### src/core/flsq_map.vh
/*
  Constants for the fault code lamp sequencer: fault indices, code digits,
  latch classes, response levels and default timing.
  Assumes inclusion by bare name from the core files.
*/
`ifndef FLSQ_MAP_VH
`define FLSQ_MAP_VH

// Number of fault classes and index width
`define FLSQ_NFAULT 20
`define FLSQ_IDXW 5

// Fault indices; lower index is higher default priority
`define FLSQ_F_THERMAL 5'h00
`define FLSQ_F_THROTTLE 5'h01
`define FLSQ_F_SPEEDPOT 5'h02
`define FLSQ_F_UNDERV 5'h03
`define FLSQ_F_OVERV 5'h04
`define FLSQ_F_MAIN_OFF 5'h05
`define FLSQ_F_EMR_ORDER 5'h06
`define FLSQ_F_MAIN 5'h07
`define FLSQ_F_MAIN_ON 5'h08
`define FLSQ_F_PUMP_ORDER 5'h09
`define FLSQ_F_WIRING 5'h0A
`define FLSQ_F_BRAKE_ON 5'h0B
`define FLSQ_F_PRECHARGE 5'h0C
`define FLSQ_F_BRAKE_OFF 5'h0D
`define FLSQ_F_HIPEDAL 5'h0E
`define FLSQ_F_CUR_SENSE 5'h0F
`define FLSQ_F_FAILSAFE 5'h10
`define FLSQ_F_NVM 5'h11
`define FLSQ_F_MOTOR_OPEN 5'h12
`define FLSQ_F_BATT_DISC 5'h13

// Faults cleared only by key cycle
`define FLSQ_KEY_LATCH_MASK 20'h99480
// Fault cleared by parameter change plus key cycle
`define FLSQ_NVM_MASK 20'h20000

// Digits: 5 per tens group, digits 1..5
`define FLSQ_DIGITS_PER_GROUP 5

// Safe response levels
`define FLSQ_RESP_NONE 2'h0
`define FLSQ_RESP_LIMIT 2'h1
`define FLSQ_RESP_CUTBACK 2'h2
`define FLSQ_RESP_DISABLE 2'h3
// Per fault: 1 = full drive disable (bit per fault index)
`define FLSQ_DISABLE_MASK 20'hBFDA0
// Per fault: 1 = current limit only (thermal, voltage)
`define FLSQ_LIMIT_MASK 20'h00019

// Default lamp timing, in ms, and clock rate
`define FLSQ_CLK_MHZ 250
`define FLSQ_PULSE_ON_MS 250
`define FLSQ_PULSE_OFF_MS 250
`define FLSQ_DIGIT_GAP_MS 750
`define FLSQ_CODE_GAP_MS 2000

`endif

### src/core/flsq_hist_mem.v
/*
  Fault history store: one flag per fault class, read through a registered
  port. Assumes single clock, async active-high reset.
*/
`timescale 1ns/100ps
module flsq_hist_mem #(
  parameter N = 20,
  parameter AW = 5
) (
  input wire clk_i,              // system clock
  input wire rst_i,              // async reset, active high
  input wire [N-1:0] set_i,      // faults occurring this cycle
  input wire clear_i,            // empty the list
  input wire [AW-1:0] rd_addr_i, // entry to read
  output reg rd_data_o,          // registered entry value
  output reg [N-1:0] all_o       // whole list, registered
);
  reg [N-1:0] store;
  genvar g;

  ////////////////////////////////////////////////////////////////////////
  generate
    for (g = 0; g < N; g = g + 1) begin : g_ent
      always @(posedge clk_i or posedge rst_i) begin
        if (rst_i) begin
          store[g] <= 1'b0;
        end else if (set_i[g]) begin
          // New fault beats a simultaneous clear
          store[g] <= 1'b1;
        end else if (clear_i) begin
          store[g] <= 1'b0;
        end
      end
    end
  endgenerate

  ////////////////////////////////////////////////////////////////////////
  always @(posedge clk_i or posedge rst_i) begin
    if (rst_i) begin
      rd_data_o <= 1'b0;
      all_o <= {N{1'b0}};
    end else begin
      rd_data_o <= (rd_addr_i < N) ? store[rd_addr_i] : 1'b0;
      all_o <= store;
    end
  end
endmodule // flsq_hist_mem

### src/core/flsq_pick.v
/*
  Priority picker: selects the active fault with the best rank.
  Rank table is flat, RW bits per fault; lower rank wins, ties to lower
  index. Purely combinational; caller registers the result.
*/
`timescale 1ns/100ps
module flsq_pick #(
  parameter N = 20,
  parameter AW = 5,
  parameter RW = 5
) (
  input wire [N-1:0] act_i,      // active faults
  input wire [N*RW-1:0] rank_i,  // rank per fault
  output reg any_o,              // some fault active
  output reg [AW-1:0] idx_o      // chosen fault index
);
  integer i;
  reg [RW-1:0] best;
  reg [RW-1:0] r;

  ////////////////////////////////////////////////////////////////////////
  always @* begin
    any_o = 1'b0;
    idx_o = {AW{1'b0}};
    best = {RW{1'b1}};
    r = {RW{1'b0}};
    for (i = 0; i < N; i = i + 1) begin
      r = rank_i[i*RW +: RW];
      if (act_i[i] && (!any_o || r < best)) begin
        any_o = 1'b1;
        best = r;
        idx_o = i[AW-1:0];
      end
    end
  end
endmodule // flsq_pick

### src/core/flsq_seq.v
/*
  Fault code lamp sequencer top. Collects fault conditions, applies the
  latching classes, picks the top fault, blinks its two digit code on the
  status lamp and keeps a fault history for the programming tool.
  Assumes fault conditions and key switch are synchronous to ref_clk_i.
*/
`timescale 1ns/100ps
`include "flsq_map.vh"
module flsq_seq #(
  parameter N = `FLSQ_NFAULT,
  parameter AW = `FLSQ_IDXW,
  parameter RW = 5,
  parameter TW = 32,
  parameter PULSE_ON_CYC = `FLSQ_PULSE_ON_MS * `FLSQ_CLK_MHZ * 1000,
  parameter PULSE_OFF_CYC = `FLSQ_PULSE_OFF_MS * `FLSQ_CLK_MHZ * 1000,
  parameter DIGIT_GAP_CYC = `FLSQ_DIGIT_GAP_MS * `FLSQ_CLK_MHZ * 1000,
  parameter CODE_GAP_CYC = `FLSQ_CODE_GAP_MS * `FLSQ_CLK_MHZ * 1000
) (
  input wire ref_clk_i,            // system clock, 250 MHz
  input wire rst_i,                // async reset, active high
  input wire [N-1:0] fault_cond_i, // fault conditions by index
  input wire key_on_i,             // key switch level
  input wire param_changed_i,      // pulse: tool changed a parameter
  input wire hist_clear_i,         // pulse: tool empties history
  input wire [AW-1:0] hist_addr_i, // history entry to read
  input wire rank_override_i,      // use rank table, not fixed order
  input wire [N*RW-1:0] rank_tbl_i,// rank per fault, lower wins
  input wire [TW-1:0] pulse_on_i,  // lamp on time, cycles, 0=default
  input wire [TW-1:0] pulse_off_i, // lamp off between pulses, 0=default
  input wire [TW-1:0] digit_gap_i, // gap between digits, 0=default
  input wire [TW-1:0] code_gap_i,  // gap after code, 0=default
  output reg lamp_o,               // status lamp, high = lit
  output reg fault_any_o,          // some fault reported
  output reg [AW-1:0] fault_idx_o, // shown fault index
  output reg [2:0] code_hi_o,      // first digit shown
  output reg [2:0] code_lo_o,      // second digit shown
  output reg [N-1:0] active_o,     // reported faults
  output reg [1:0] response_o,     // safe response level
  output reg hist_rd_o,            // history entry read value
  output reg [N-1:0] hist_all_o    // full history list
);
  // Sequencer states, one hot
  localparam [4:0] S_STEADY = 5'h01;
  localparam [4:0] S_ON1 = 5'h02;
  localparam [4:0] S_OFF1 = 5'h04;
  localparam [4:0] S_ON2 = 5'h08;
  localparam [4:0] S_OFF2 = 5'h10;
  // Codes per first digit
  localparam [AW-1:0] DPG = `FLSQ_DIGITS_PER_GROUP;

  reg [N-1:0] latched;
  reg [N-1:0] cond_q;
  reg key_q;
  reg nvm_armed;
  reg [4:0] state;
  reg [4:0] next_state;
  reg [TW-1:0] timer;
  reg [TW-1:0] next_timer;
  reg [2:0] pcnt;
  reg [2:0] next_pcnt;
  reg [AW-1:0] show_idx;
  reg [AW-1:0] next_show_idx;
  reg [2:0] cur_hi;
  reg [2:0] cur_lo;
  reg [2:0] next_hi;
  reg [2:0] next_lo;
  reg [AW-1:0] cur_grp;
  reg [AW-1:0] cur_pos;
  reg [AW-1:0] next_grp;
  reg [AW-1:0] next_pos;
  reg [N*RW-1:0] rank_eff;
  reg [1:0] next_resp;
  reg [N-1:0] hist_set;
  wire [N-1:0] active;
  wire pick_any;
  wire [AW-1:0] pick_idx;
  wire hist_rd;
  wire [N-1:0] hist_all;
  wire key_rise;
  wire [TW-1:0] t_on;
  wire [TW-1:0] t_off;
  wire [TW-1:0] t_dg;
  wire [TW-1:0] t_cg;
  integer i;

  ////////////////////////////////////////////////////////////////////////
  // Fault classes
  assign key_rise = key_on_i & ~key_q;
  // live faults follow condition
  // Latch classes pass straight through too, so an onset shows at once
  assign active = fault_cond_i | latched;

  always @(posedge ref_clk_i or posedge rst_i) begin
    if (rst_i) begin
      latched <= {N{1'b0}};
      // Idle high, so leaving reset is no key cycle
      key_q <= 1'b1;
      nvm_armed <= 1'b0;
      cond_q <= {N{1'b0}};
    end else begin
      key_q <= key_on_i;
      cond_q <= fault_cond_i;
      if (param_changed_i) begin
        nvm_armed <= 1'b1;
      end else if (key_rise) begin
        nvm_armed <= 1'b0;
      end
      // key cycle clears key latches, and the NVM latch only if armed
      // New condition wins over the clearing key edge
      if (key_rise) begin
        latched <= (fault_cond_i & `FLSQ_KEY_LATCH_MASK)
                 | (nvm_armed ? (fault_cond_i & `FLSQ_NVM_MASK)
                              : (latched & `FLSQ_NVM_MASK))
                 | (fault_cond_i & `FLSQ_NVM_MASK);
      end else begin
        latched <= latched
                 | (fault_cond_i & (`FLSQ_KEY_LATCH_MASK | `FLSQ_NVM_MASK));
      end
    end
  end

  ////////////////////////////////////////////////////////////////////////
  // Priority
  always @* begin
    rank_eff = {N*RW{1'b0}};
    for (i = 0; i < N; i = i + 1) begin
      rank_eff[i*RW +: RW] = rank_override_i ? rank_tbl_i[i*RW +: RW]
                                             : i[RW-1:0];
    end
  end

  flsq_pick #(.N(N), .AW(AW), .RW(RW)) u_pick (
    .act_i(active),
    .rank_i(rank_eff),
    .any_o(pick_any),
    .idx_o(pick_idx)
  );

  // digit encoding
  // Digits of the index in play, for the pulse counting
  always @* begin
    cur_grp = show_idx / DPG;
    cur_pos = show_idx % DPG;
    cur_hi = 3'h1 + cur_grp[2:0];
    cur_lo = 3'h1 + cur_pos[2:0];
  end

  // digits shown
  // Taken from the next index, so the digit outputs never lag the
  // shown index by a cycle when a code starts
  always @* begin
    next_grp = next_show_idx / DPG;
    next_pos = next_show_idx % DPG;
    next_hi = 3'h1 + next_grp[2:0];
    next_lo = 3'h1 + next_pos[2:0];
  end

  ////////////////////////////////////////////////////////////////////////
  // Safe response
  always @* begin
    next_resp = `FLSQ_RESP_NONE;
    if ((active & `FLSQ_DISABLE_MASK) != {N{1'b0}}) begin
      next_resp = `FLSQ_RESP_DISABLE;
    end else if ((active & ~`FLSQ_LIMIT_MASK) != {N{1'b0}}) begin
      next_resp = `FLSQ_RESP_CUTBACK;
    end else if (active != {N{1'b0}}) begin
      next_resp = `FLSQ_RESP_LIMIT;
    end
  end

  ////////////////////////////////////////////////////////////////////////
  // History
  always @* begin
    hist_set = fault_cond_i & ~cond_q;
  end

  flsq_hist_mem #(.N(N), .AW(AW)) u_hist (
    .clk_i(ref_clk_i),
    .rst_i(rst_i),
    .set_i(hist_set),
    .clear_i(hist_clear_i),
    .rd_addr_i(hist_addr_i),
    .rd_data_o(hist_rd),
    .all_o(hist_all)
  );

  ////////////////////////////////////////////////////////////////////////
  // Blink sequencer
  assign t_on = (pulse_on_i != {TW{1'b0}}) ? pulse_on_i : PULSE_ON_CYC;
  assign t_off = (pulse_off_i != {TW{1'b0}}) ? pulse_off_i : PULSE_OFF_CYC;
  assign t_dg = (digit_gap_i != {TW{1'b0}}) ? digit_gap_i : DIGIT_GAP_CYC;
  assign t_cg = (code_gap_i != {TW{1'b0}}) ? code_gap_i : CODE_GAP_CYC;

  always @* begin
    next_state = state;
    next_timer = timer;
    next_pcnt = pcnt;
    next_show_idx = show_idx;
    case (state)
      S_STEADY: begin
        if (pick_any) begin
          next_show_idx = pick_idx;
          next_state = S_ON1;
          next_timer = t_on - 1'b1;
          next_pcnt = 3'h1;
        end
      end
      default: begin
        if (!active[show_idx]) begin
          next_state = S_STEADY;
        end else if (timer != {TW{1'b0}}) begin
          next_timer = timer - 1'b1;
        end else begin
          case (state)
            S_ON1: begin
              next_state = S_OFF1;
              next_timer = (pcnt == cur_hi) ? t_dg - 1'b1 : t_off - 1'b1;
            end
            S_OFF1: begin
              next_state = (pcnt == cur_hi) ? S_ON2 : S_ON1;
              next_pcnt = (pcnt == cur_hi) ? 3'h1 : pcnt + 3'h1;
              next_timer = t_on - 1'b1;
            end
            S_ON2: begin
              next_state = S_OFF2;
              next_timer = (pcnt == cur_lo) ? t_cg - 1'b1 : t_off - 1'b1;
            end
            S_OFF2: begin
              next_timer = t_on - 1'b1;
              if (pcnt == cur_lo) begin
                // Re-pick only between codes, so a code never splits
                next_state = S_ON1;
                next_pcnt = 3'h1;
                next_show_idx = pick_idx;
              end else begin
                next_state = S_ON2;
                next_pcnt = pcnt + 3'h1;
              end
            end
            default: begin
              next_state = S_STEADY;
            end
          endcase
        end
      end
    endcase
  end

  always @(posedge ref_clk_i or posedge rst_i) begin
    if (rst_i) begin
      state <= S_STEADY;
      timer <= {TW{1'b0}};
      pcnt <= 3'h1;
      show_idx <= {AW{1'b0}};
      lamp_o <= 1'b0;
      fault_any_o <= 1'b0;
      fault_idx_o <= {AW{1'b0}};
      code_hi_o <= 3'h0;
      code_lo_o <= 3'h0;
      active_o <= {N{1'b0}};
      response_o <= `FLSQ_RESP_NONE;
      hist_rd_o <= 1'b0;
      hist_all_o <= {N{1'b0}};
    end else begin
      state <= next_state;
      timer <= next_timer;
      pcnt <= next_pcnt;
      show_idx <= next_show_idx;
      lamp_o <= (next_state == S_STEADY) | (next_state == S_ON1)
              | (next_state == S_ON2);
      fault_any_o <= (next_state != S_STEADY);
      fault_idx_o <= next_show_idx;
      code_hi_o <= (next_state == S_STEADY) ? 3'h0 : next_hi;
      code_lo_o <= (next_state == S_STEADY) ? 3'h0 : next_lo;
      active_o <= active;
      response_o <= next_resp;
      hist_rd_o <= hist_rd;
      hist_all_o <= hist_all;
    end
  end
endmodule // flsq_seq

### config.mk
export PLATFORM = sky130hd
export DESIGN_NAME = flsq_seq
export DESIGN_NICKNAME = d
export VERILOG_FILES = /design/src/core/flsq_hist_mem.v /design/src/core/flsq_pick.v /design/src/core/flsq_seq.v
export VERILOG_INCLUDE_DIRS = /design/src /design/src/core
export SDC_FILE = /design/constraint.sdc
export NUM_CORES = 1
export LEC_CHECK = 0
export ABC_CLOCK_PERIOD_IN_PS = 22200
export BUFFER_PORTS_ARGS = -buffer_cell sky130_fd_sc_hd__buf_4
export CORE_AREA = 4 4 201 203
export CTS_CLUSTER_DIAMETER = 200
export DETAILED_ROUTE_END_ITERATION = 8
export DIE_AREA = 0 0 205 207
export PLACE_DENSITY = 0.77
export SLEW_MARGIN = 5
export SYNTH_ARGS = -nofsm -noshare
export SYNTH_HDL_FRONTEND = slang
export SYNTH_HIERARCHICAL = 1
export SYNTH_SLANG_ARGS = --single-unit
### constraint.sdc
create_clock -name ref_clk_i -period 22.2 [get_ports ref_clk_i]
set_input_delay 4.44 -clock ref_clk_i [delete_from_list [all_inputs] [get_ports ref_clk_i]]
set_output_delay 4.44 -clock ref_clk_i [all_outputs]
set_load 0.02 [all_outputs]
---- Word level (Yosys, flattened, before mapping) ----
Cells that the tools add are included.
word-level totals
  register bits after elaboration ......... 179
  latch bits .............................. 0
  RAM bits ................................ 0
  bits in read-only memories .............. 0
  logic and storage cells ................. 333
  memories ................................ 0
cells by class
  $add $sub $neg .......................... 10
  multiply operators ...................... 0
  divide/modulo/power cells ............... 4
  $lt $le $gt $ge ......................... 22
  equality and inequality tests ........... 13
  shift-type cells ........................ 0
  mux-type cells .......................... 144
  bitwise operators ....................... 10
  reductions and logical operators ........ 92
operators by type and width
  cell                                                         number
  2-to-1 mux 32 bit                                            10
  2-to-1 mux 5 bit                                             53
  nonzero test 32 bit                                          5
  subtractor 32 x 1 -> 32 bit (second input constant)          5
  one-hot mux 32 bit (3 select lines)                          1
  less-than comparator 5 bit                                   19
  nonzero test 20 bit                                          3
  2-to-1 mux 1 bit                                             48
  nonzero test 2 bit                                           22
  2-to-1 mux 4 bit                                             10
  OR 20 x 18 -> 20 bit                                         2
  OR 20 bit                                                    2
  2-to-1 mux 3 bit                                             12
  bitwise AND 20 bit                                           1
  2-to-1 mux 20 bit                                            1
  inverter 20 bit                                              1
  one-hot mux 5 bit (4 select lines)                           1
  logical AND 1 bit                                            19
  logical NOT 1 bit                                            19
  logical OR 1 bit                                             19
  2-to-1 mux 18 bit                                            1
  adder 1 x 3 -> 3 bit (first input constant)                  4
  less-than comparator 5 x 6 -> 1 bit (second input constant)  2
  binary-select mux 1 bit (select 5 bit)                       2
  23 further kinds                                             33

---- Logic depth before layout (Yosys ltp) ----
Gate-level depths: netlist of the first run.
  word-level depth ........................ 86
  depth in mapped cells ................... 193

---- Hierarchy ----
Netlist of the first run, hierarchy kept.
by module, submodules not included
  module         instances  cells an instance  area an instance (um2)
  flsq_seq       1          1,363              10,812.9
  flsq_pick      1          777                5,057.4
  flsq_hist_mem  1          80                 1,380.1

---- Worst setup path after synthesis of the first run ----
Ideal clock, no wire load.
  kind .................................... input to register
  start point ............................. input rank_override_i
  end point ............................... register code_lo_o[2]
  setup time .............................. 0.125 ns
  data arrival time ....................... 34.540 ns
  required time ........................... 22.075 ns
  path slack .............................. -12.464 ns
  cell stages on the path ................. 179
  path buffers ............................ 6
  path through ............................ clkbuf_1 -> clkbuf_1 -> and2_1 -> nor2_1 -> ha_1 -> and4b_1 -> nor3_2 -> and2_1 -> nor2_1 -> nor2_1 -> a21oi_1 -> inv_1 -> ha_1 -> or3b_2 -> a41o_1 -> o31ai_4 -> nand2_1 -> o21ai_0 -> [... 143 more ...] -> a21oi_1 -> nor2b_1 -> o32ai_1 -> and2_1 -> o2111ai_1 -> and4b_1 -> mux2_4 -> mux2_4 -> o22ai_1 -> ha_1 -> nor2_1 -> a31oi_1 -> o21ai_0 -> mux2i_2 -> xnor2_1 -> ha_1 -> xor2_1 -> mux2_2
on the way
  cells in the longest elaborated chain, start to end .. 86
RTL lines
  item                                                             RTL line        text
  start, declared                                                  flsq_seq.v:26   input wire rank_override_i,
  2-to-1 mux 5 bit *                                               flsq_seq.v:127  rank_eff[i*RW +: RW] = rank_override_i ? rank_tbl_i[i*RW +: RW]
  net rank_eff[2]                                                  flsq_seq.v:71   reg [N*RW-1:0] rank_eff;
  2-to-1 mux 5 bit *                                               flsq_pick.v:29  if (act_i[i] && (!any_o || r < best)) begin
  less-than comparator 5 bit                                       flsq_pick.v:29
  logical OR 1 bit                                                 flsq_pick.v:29
  logical AND 1 bit                                                flsq_pick.v:29
  2-to-1 mux 5 bit or 2-to-1 mux 1 bit (tied branches)             flsq_pick.v:29
  less-than comparator 5 bit or logical NOT 1 bit (tied branches)  flsq_pick.v:29
  [... 71 more ...]                                                n/a
  net pick_idx[3]                                                  flsq_seq.v:76   wire [AW-1:0] pick_idx;
  [... 1 more ...]                                                 n/a
  2-to-1 mux 5 bit                                                 flsq_seq.v:214  case (state)
  2-to-1 mux 5 bit                                                 flsq_seq.v:211  end else if (timer != {TW{1'b0}}) begin
  2-to-1 mux 5 bit                                                 flsq_seq.v:209  if (!active[show_idx]) begin
  2-to-1 mux 5 bit *                                               flsq_seq.v:199  case (state)
  net next_show_idx[3]                                             flsq_seq.v:62   reg [AW-1:0] next_show_idx;
  modulo 5 x 3 -> 5 bit *                                          flsq_seq.v:153  next_pos = next_show_idx % DPG;
  adder 1 x 3 -> 3 bit *                                           flsq_seq.v:155  next_lo = 3'h1 + next_pos[2:0];
  2-to-1 mux 3 bit *                                               flsq_seq.v:274  code_lo_o <= (next_state == S_STEADY) ? 3'h0 : next_lo;
  end signal, assigned                                             flsq_seq.v:274
  end, declared                                                    flsq_seq.v:36   output reg [2:0] code_lo_o,
Mark *: on every way through the listed nets, which the timed path passes. The rest lies on a longest branch.
A chain may end at the register's enable or synchronous reset.

---- Worst setup path in the final report of the first run ----
  start point ............................. input rank_override_i
  end point ............................... register code_lo_o[2]
on the way
  cells in the longest elaborated chain, start to end .. 86
RTL lines
  item                                                             RTL line        text
  2-to-1 mux 5 bit *                                               flsq_seq.v:127
  net rank_eff[2]                                                  flsq_seq.v:71
  2-to-1 mux 5 bit *                                               flsq_pick.v:29
  less-than comparator 5 bit                                       flsq_pick.v:29
  logical OR 1 bit                                                 flsq_pick.v:29
  logical AND 1 bit                                                flsq_pick.v:29
  2-to-1 mux 5 bit or 2-to-1 mux 1 bit (tied branches)             flsq_pick.v:29
  less-than comparator 5 bit or logical NOT 1 bit (tied branches)  flsq_pick.v:29
  [... 71 more ...]                                                n/a
  net pick_idx[2]                                                  flsq_seq.v:76
  2-to-1 mux 5 bit                                                 flsq_seq.v:230  if (pcnt == cur_lo) begin
  2-to-1 mux 5 bit                                                 flsq_seq.v:214
  2-to-1 mux 5 bit                                                 flsq_seq.v:211
  2-to-1 mux 5 bit                                                 flsq_seq.v:209
  2-to-1 mux 5 bit *                                               flsq_seq.v:199
  modulo 5 x 3 -> 5 bit *                                          flsq_seq.v:153
  adder 1 x 3 -> 3 bit *                                           flsq_seq.v:155
  2-to-1 mux 3 bit *                                               flsq_seq.v:274
Marked as above.

==> results by group, run 1 <==
Status
  • Outcome: finished with violations
  • Failing checks: negative setup slack

Setup path
  • CP max-delay cell: or4_4
  • Largest stage delay, worst path: 0.52 ns
  • CP arrival: 33.77 ns
  • Data required, critical path: 22.53 ns
  • Crit. End Element: register
  • CP max FO: 7
  • CP startpoint kind: input pin
  • Most frequent CP cell: buf_4
  • Critical setup path kind: input pin to register

Layout
  • FF/Latch Area: 4160 µm²
  • NumNets Final: 3272
  • Area delta synth->final: 47.6%
  • Multi-input gate area: 13500 µm²
  • Fillers: 3078
  • Share of cells above drive strength 1: 0.381
  • Final core utilization: 0.662

Die
  • Core area: 38500 µm²
  • DIE AREA: 42400 µm²
  • Die height: 207 µm
  • IO Count: 315
  • Core Rows: 72
  • Die W: 205 µm
  • Starting density of the core: 0.448

Logic synthesis
  • Most numerous cell in the Yosys netlist: nor2_1
  • Sequential element share of the synthesized area: 0.241
  • Post-Synthesis Cells: 2220
  • Ys Warns: 6
  • Synth Flop Type: dfrtp_1
  • Ranking of synthesized cells by area: dfrtp_1 (24%), nor2_1 (4.3%), ha_1 (4.3%), nand2_1 (4.2%), xnor2_1 (4.1%)
  • Commonest cells in the synthesized netlist: nor2_1 (199), nand2_1 (191), dfrtp_1 (163)
  • Area of the mapped netlist: 17300 µm²
  • Seq cells post-synth: 166
  • Syn_nets: 2538
  • Largest area contributor in the netlist: dfrtp_1
  • Avg Inst Size Synth: 7.77 µm²
  • FFs w/ async S/R, synth: 1.00
  • Post-synth EDFFs: 0
  • Share of the synthesized area in the top cell type: 0.236
  • Synth cell types: 115

STA
  • Part of the cycle the worst path needs: 1.51
  • Worst-margin pin slew: 1.26 ns
  • Max-slew violations: 0
  • Setup Viol. Count Final: 11
  • Tmin final: 33.45 ns
  • Final WS setup: -11.25 ns
  • Slew HR: 0.152
  • Fin. Hold Viols: 0
  • Clk_skew: 0.0116 ns
  • Unrepaired setup endpoints after global routing: true
  • FMAX: 29.9 MHz

Min path
  • Hold Path Class: register to register

Detailed routing
  • 1st-iter DRT viols: 2178
  • Via count: 21058
  • DR WL met3: 6200 µm
  • Residual DRC count: 0
  • DR WL/cell: 20.7 µm
  • DR top layer: met4
  • Detailed Routing Iterations Pass 1: 6
  • Routed wire length: 72100 µm
  • Antenna viol nets, final: 0
  • Routed wl met2: 34300 µm
  • Met1 WL: 27800 µm
  • Vias per cell: 6.04

Clock network
  • CTS clk-pin slew, worst paths: 0.07 ns
  • Root Buffer: clkbuf_16
  • CTS Sinks: 166
  • TritonCTS Buffers: 17
  • Clock latency on the worst-skew pair: 0.44 ns
  • Hold-fix buffers, CTS: 0
  • Clock buffer depth: 2
  • CTS tree: done
  • CTS H-tree depth: 4

GRT
  • Tot GR Track Use: 0.313
  • Remaining Overflow, GRT: 0
  • Initial antenna violation count: 7
  • Largest net degree at the start of global routing: 91
  • Vias in the first global route: 20849
  • First-pass GRT wire length: 108000 µm

Placement
  • Post-place setup slack: -11.25 ns
  • Buffers added on ports: 314
  • Dpl hpwl: 53300 µm
  • Final GP Congestion: 1.02

Flow run
  • Max_cap viols: 0
final cells by class:
cell class / count / share of cell area
timing repair buffer: 807 / 0.240
clock buffer: 18 / 0.0173
multi-input combinational: 1855 / 0.530
antenna: 5 / 0.000492
tap: 518 / 0.0255
sequential: 166 / 0.163
inverter: 107 / 0.0166
clock inverter: 13 / 0.00639
per-layer routing:
metal,vias to the layer above,track usage
met1,10035,0.386
met2,1151,0.524
met4,0,0.144
met5,-,0
met3,286,0.0630
li1,9586,-
cells by family after synthesis:
family | Yosys count | share of synthesized area
AND/OR/NAND/NOR | 960 | 0.293
buffers and inverters | 199 | 0.0473
XOR/XNOR | 152 | 0.0772
multiplexers | 70 | 0.0531
AO/OA/AOI/OAI | 613 | 0.245
adder cells (fa/ha/maj) | 60 | 0.0434
flip-flops | 166 | 0.241
critical path, delay by kind of cell:
kind / cells / cell delay, ns
compound gates: 55 / 9.42
simple gates: 59 / 9.18
fa+ha+maj: 21 / 4.79
buf+inv: 33 / 3.39
mux: 10 / 2.22
xor+xnor: 2 / 0.33
registers in the layout, summed over array words and instances, names as in the netlist:
| signal | flops |
|---|---|
| active_o | 20 |
| code_hi_o | 3 |
| code_lo_o | 3 |
| cond_q | 20 |
| fault_any_o | 1 |
| hist_all_o | 20 |
| hist_rd_o | 1 |
| key_q | 1 |
| lamp_o | 1 |
| latched | 7 |
| nvm_armed | 1 |
| pcnt | 3 |
| response_o | 2 |
| show_idx | 5 |
| state | 5 |
| timer | 32 |
| u_hist/all_o | 20 |
| u_hist/rd_data_o | 1 |
| u_hist/store | 20 |
stage by stage:
stage / hold WS [ns] / instances / setup TNS, ns / cell area, µm²
6_report: 0.345 / 3489 / -112.27 / 25500
3_3_place_gp: 0.333 / 3292 / -99.53 / 22800
4_1_cts: 0.341 / 3452 / -97.46 / 24800
3_5_place_dp: 0.335 / 3292 / -111.52 / 22800
2_1_floorplan: 0.331 / 2220 / -101.53 / 17800
5_1_grt: 0.356 / 3488 / -123.88 / 25500
final timing paths:
| check | from | end | slack [ns] | depth (start not counted) |
|---|---|---|---|---|
| max reg2reg | latched[7] | code_lo_o[2] | 1.99 | 120 |
| min in group asynchronous | rst_i | active_o[0] | 4.09 | 2 |
| max | rank_override_i | code_lo_o[2] | -11.25 | 180 |
| max in group asynchronous | rst_i | latched[15] | 16.79 | 3 |
| min reg2reg | u_hist/all_o[14] | hist_all_o[14] | 0.35 | 0 |
| min | u_hist/all_o[14] | hist_all_o[14] | 0.35 | 0 |
cell usage in the layout, fill, tap and decap left out, types with 22 or more instances in the layout:
master / n
nand2_1: 180
ha_1: 29
xor2_1: 70
a211oi_1: 31
o211ai_1: 34
or3_1: 33
nor3_1: 74
inv_1: 79
dfrtp_1: 163
nand2b_1: 78
a21oi_1: 104
mux2i_1: 27
nor2_1: 173
a21oi_2: 22
xnor2_1: 81
nor4_1: 43
and2_1: 73
a21o_1: 43
o21ai_0: 111
ha_4: 27
nand3_1: 66
nor2b_1: 39
buf_4: 793
timing repair:
item                       CTS  global route
pin swaps                   97            71
setup endpoints to repair   11            11
setup buffers              132            35
resized for setup           87           100
Power of run 1 is not shown: default switching activity piles up to over one toggle a cycle in this logic, so the estimate is an artifact.
==> inputs of run 2 (changes only) <==
Settings changed: CORE_AREA 4 4 201 203 to 4 4 194 196, DIE_AREA 0 0 205 207 to 0 0 198 200, PLACE_DENSITY 0.77 to 0.78, SYNTH_HIERARCHICAL 1 to not set.
==> run 2 against run 1 <==
Sequential cell count down 1. Worst hold slack improved by 0.0070 ns. Critical path depth is 6 lower. The run still ends with negative setup slack left. Via count fell by 8.1%. Largest cell class unchanged. Routed wire length fell by 7.3%. Utilization is 1.3 points higher. Critical endpoint unchanged. Die area fell by 6.7%. Highest routed layer unchanged.
==> results by group, run 2 <==
Layout
  • Fillers: 2853 (-7.3%)
  • Max reg flops: 32 (unchanged)
  • Leading cell type in the layout, fill and taps excluded: buf_4
  • Final instance area: 24400 µm² (-4.3%)
  • Area delta synth->final: 52.8%
  • NumNets Final: 3120 (-4.6%)
  • Final core utilization: 0.675 (+0.0133)
  • Share of cells above drive strength 1: 0.402 (+0.0214)
  • Most frequent cells in the layout: buf_4 (775), nor2_1 (219), nand2_1 (185)
  • Top reg by flops: timer

GRT
  • First-pass GRT wire length: 98700 µm (-9.1%)
  • Vias in the first global route: 19008 (-8.8%)
  • Tot GR Track Use: 0.309 (-0.00356)
  • Initial antenna violation count: 2 (-5)
  • Remaining Overflow, GRT: 0 (unchanged)
  • Largest net degree at the start of global routing: 107 (+18%)

Logic synthesis
  • Post-synth EDFFs: 0 (unchanged)
  • Avg Inst Size Synth: 7.75 µm² (-0.25%)
  • Area of the mapped netlist: 15900 µm² (-7.6%)
  • Post-Synthesis Cells: 2057 (-7.3%)
  • Synth Flop Type: dfrtp_1
  • Share of the synthesized area in the top cell type: 0.254 (+0.0178)
  • Ranking of synthesized cells by area: dfrtp_1 (25%), ha_1 (7.3%), nor2_1 (5.4%), xnor2_1 (4.8%), nand2_1 (4.7%)
  • Largest area contributor in the netlist: dfrtp_1
  • Synth cell types: 109 (-5.2%)
  • Seq cells post-synth: 165 (-0.60%)
  • Ys Warns: 0 (-6)
  • FFs w/ async S/R, synth: 1.00 (unchanged)
  • Syn_nets: 2409 (-5.1%)
  • Most numerous cell in the Yosys netlist: nor2_1
  • Commonest cells in the synthesized netlist: nor2_1 (231), nand2_1 (198), dfrtp_1 (162)
  • Sequential element share of the synthesized area: 0.259 (+0.0182)

Clock network
  • TritonCTS Buffers: 17 (unchanged)
  • Root Buffer: clkbuf_16
  • Clock latency on the worst-skew pair: 0.44 ns (about the same)
  • CTS Sinks: 165 (-0.60%)
  • CTS H-tree depth: 4 (unchanged)
  • Clock buffer depth: 2 (unchanged)
  • Hold-fix buffers, CTS: 0 (unchanged)
  • CTS clk-pin slew, worst paths: 0.07 ns (about the same)
  • CTS tree: done

Min path
  • Worst hold stages: 0 (unchanged)
  • Hold Path Class: register to register

Setup path
  • CP arrival: 36.50 ns (+2.73 ns)
  • Data required, critical path: 22.50 ns (-0.03 ns)
  • Worst path depth: 174 (-3.3%)
  • CP delay by family, top: compound AO/OA/AOI/OAI gates
  • R2R cell count: 130 (+8.3%)
  • Crit path buf inv count: 14 (-58%)
  • Critical setup path kind: input pin to register
  • Largest stage delay, worst path: 0.47 ns (-0.05 ns)
  • Crit. End Element: register
  • Most frequent CP cell: a21o_1
  • CP startpoint kind: input pin
  • CP max FO: 6 (-1)
  • CP max-delay cell: or3_4

STA
  • Max-slew violations: 0 (unchanged)
  • FMAX: 27.6 MHz (-7.6%)
  • Final WS setup: -14.00 ns (-2.75 ns)
  • Setup Viol. Count Final: 11 (unchanged)
  • Tmin final: 36.20 ns (+2.75 ns)
  • Unrepaired setup endpoints after global routing: true
  • Part of the cycle the worst path needs: 1.63 (+0.124)
  • Worst hold margin: 0.352 ns (+0.00699 ns)
  • Slew HR: 0.246 (+0.0934)
  • Worst-margin pin slew: 1.12 ns (-0.141 ns)
  • Final setup TNS: -138.94 ns (-26.68 ns)
  • Fin. Hold Viols: 0 (unchanged)
  • Clk_skew: 0.0176 ns (+0.00600 ns)

Flow run
  • Max_cap viols: 0 (unchanged)

Placement
  • Buffers added on ports: 314 (unchanged)
  • Post-DP Area: 21400 µm² (-6.3%)
  • Dpl hpwl: 49100 µm (-7.9%)
  • Final GP Congestion: 1.03 (+1.1%)

Detailed routing
  • Via count: 19343 (-8.1%)
  • DR WL/cell: 20.6 µm (-0.47%)
  • Vias per cell: 5.95 (-1.4%)
  • Detailed Routing Iterations Pass 1: 5 (-1)
  • 1st-iter DRT viols: 1704 (-22%)
  • Residual DRC count: 0 (unchanged)
  • Antenna viol nets, final: 0 (unchanged)
  • Routed wire length: 66900 µm (-7.3%)

Die
  • Die W: 198 µm (-3.4%)
  • DIE AREA: 39600 µm² (-6.7%)
  • Die height: 200 µm (-3.4%)
  • Core area: 36100 µm² (-6.2%)
  • Core Rows: 70 (-2.8%)
  • Starting density of the core: 0.442 (-0.00659)
  • IO Count: 315 (unchanged)

Status
  • Outcome: finished with violations
  • Failing checks: negative setup slack
## run 2: cell types whose count changed after synthesis, sizes merged, moves of 17 or more
cell,change
and2,-41
o21ai,-40
ha,+34
nand2b,-34
nor2,+34
nand3,-29
nor2b,-26
o22ai,+26
clkbuf,+22
a21oi,-19
xor2,-17
## run 2: area by class of cell
class	count	area, µm²	share of cell area
Clock buffer	17	425	0.0175
Tap cell	468	586	0.0240
Sequential cell	165	4130	0.170
Multi-Input combinational cell	1662	12400	0.509
Inverter	125	490	0.0201
Timing Repair Buffer	797	6100	0.250
Clock inverter	15	211	0.00868
Antenna cell	2	5.00	0.000205
## run 2: cell families after synthesis
| group | share of synthesized area |
|---|---|
| xor gates and xnor gates | 0.0775 |
| muxes | 0.0403 |
| DFF | 0.259 |
| AOI/OAI and AO/OA | 0.231 |
| adders and majority gates | 0.0730 |
| buffers and inverters | 0.0587 |
| and+or+nand+nor | 0.261 |
## run 2: through the flow
stage                     worst slack, ns  std cells
after floorplan                    -13.19       2057
after global placement             -13.29       3065
after detailed placement           -14.67       3065
after CTS                          -13.04       3193
after global routing               -15.35       3251
final                              -14.00       3251
## run 2: repair_timing
item / CTS / global route
setup endpoints to repair: 11 / 11
buffers inserted: 96 / 63
gates resized for setup: 97 / 134
pin swaps: 101 / 127
cloned: 0 / 1
## run 2: worst paths after layout
check	end	from	slack, ns
worst max-delay path	code_lo_o[2]	rank_override_i	-14.00
worst min-delay path	hist_all_o[6]	u_hist.all_o[6]	0.35
worst max register to register	code_lo_o[2]	latched[7]	-1.69
worst min register to register	hist_all_o[6]	u_hist.all_o[6]	0.35
max in group asynchronous	code_lo_o[0]	rst_i	16.58
min in group asynchronous	hist_all_o[4]	rst_i	4.19
## run 2: layer usage
metal | GRT usage | wire [µm] | up-vias
li1 | - | - | 8867
met1 | 0.391 | 25900 | 9240
met2 | 0.533 | 32300 | 981
met3 | 0.0426 | 5170 | 255
met4 | 0.132 | 3490 | 0
met5 | 0 | 0 | -
Power of run 2 is left out for the same reason.
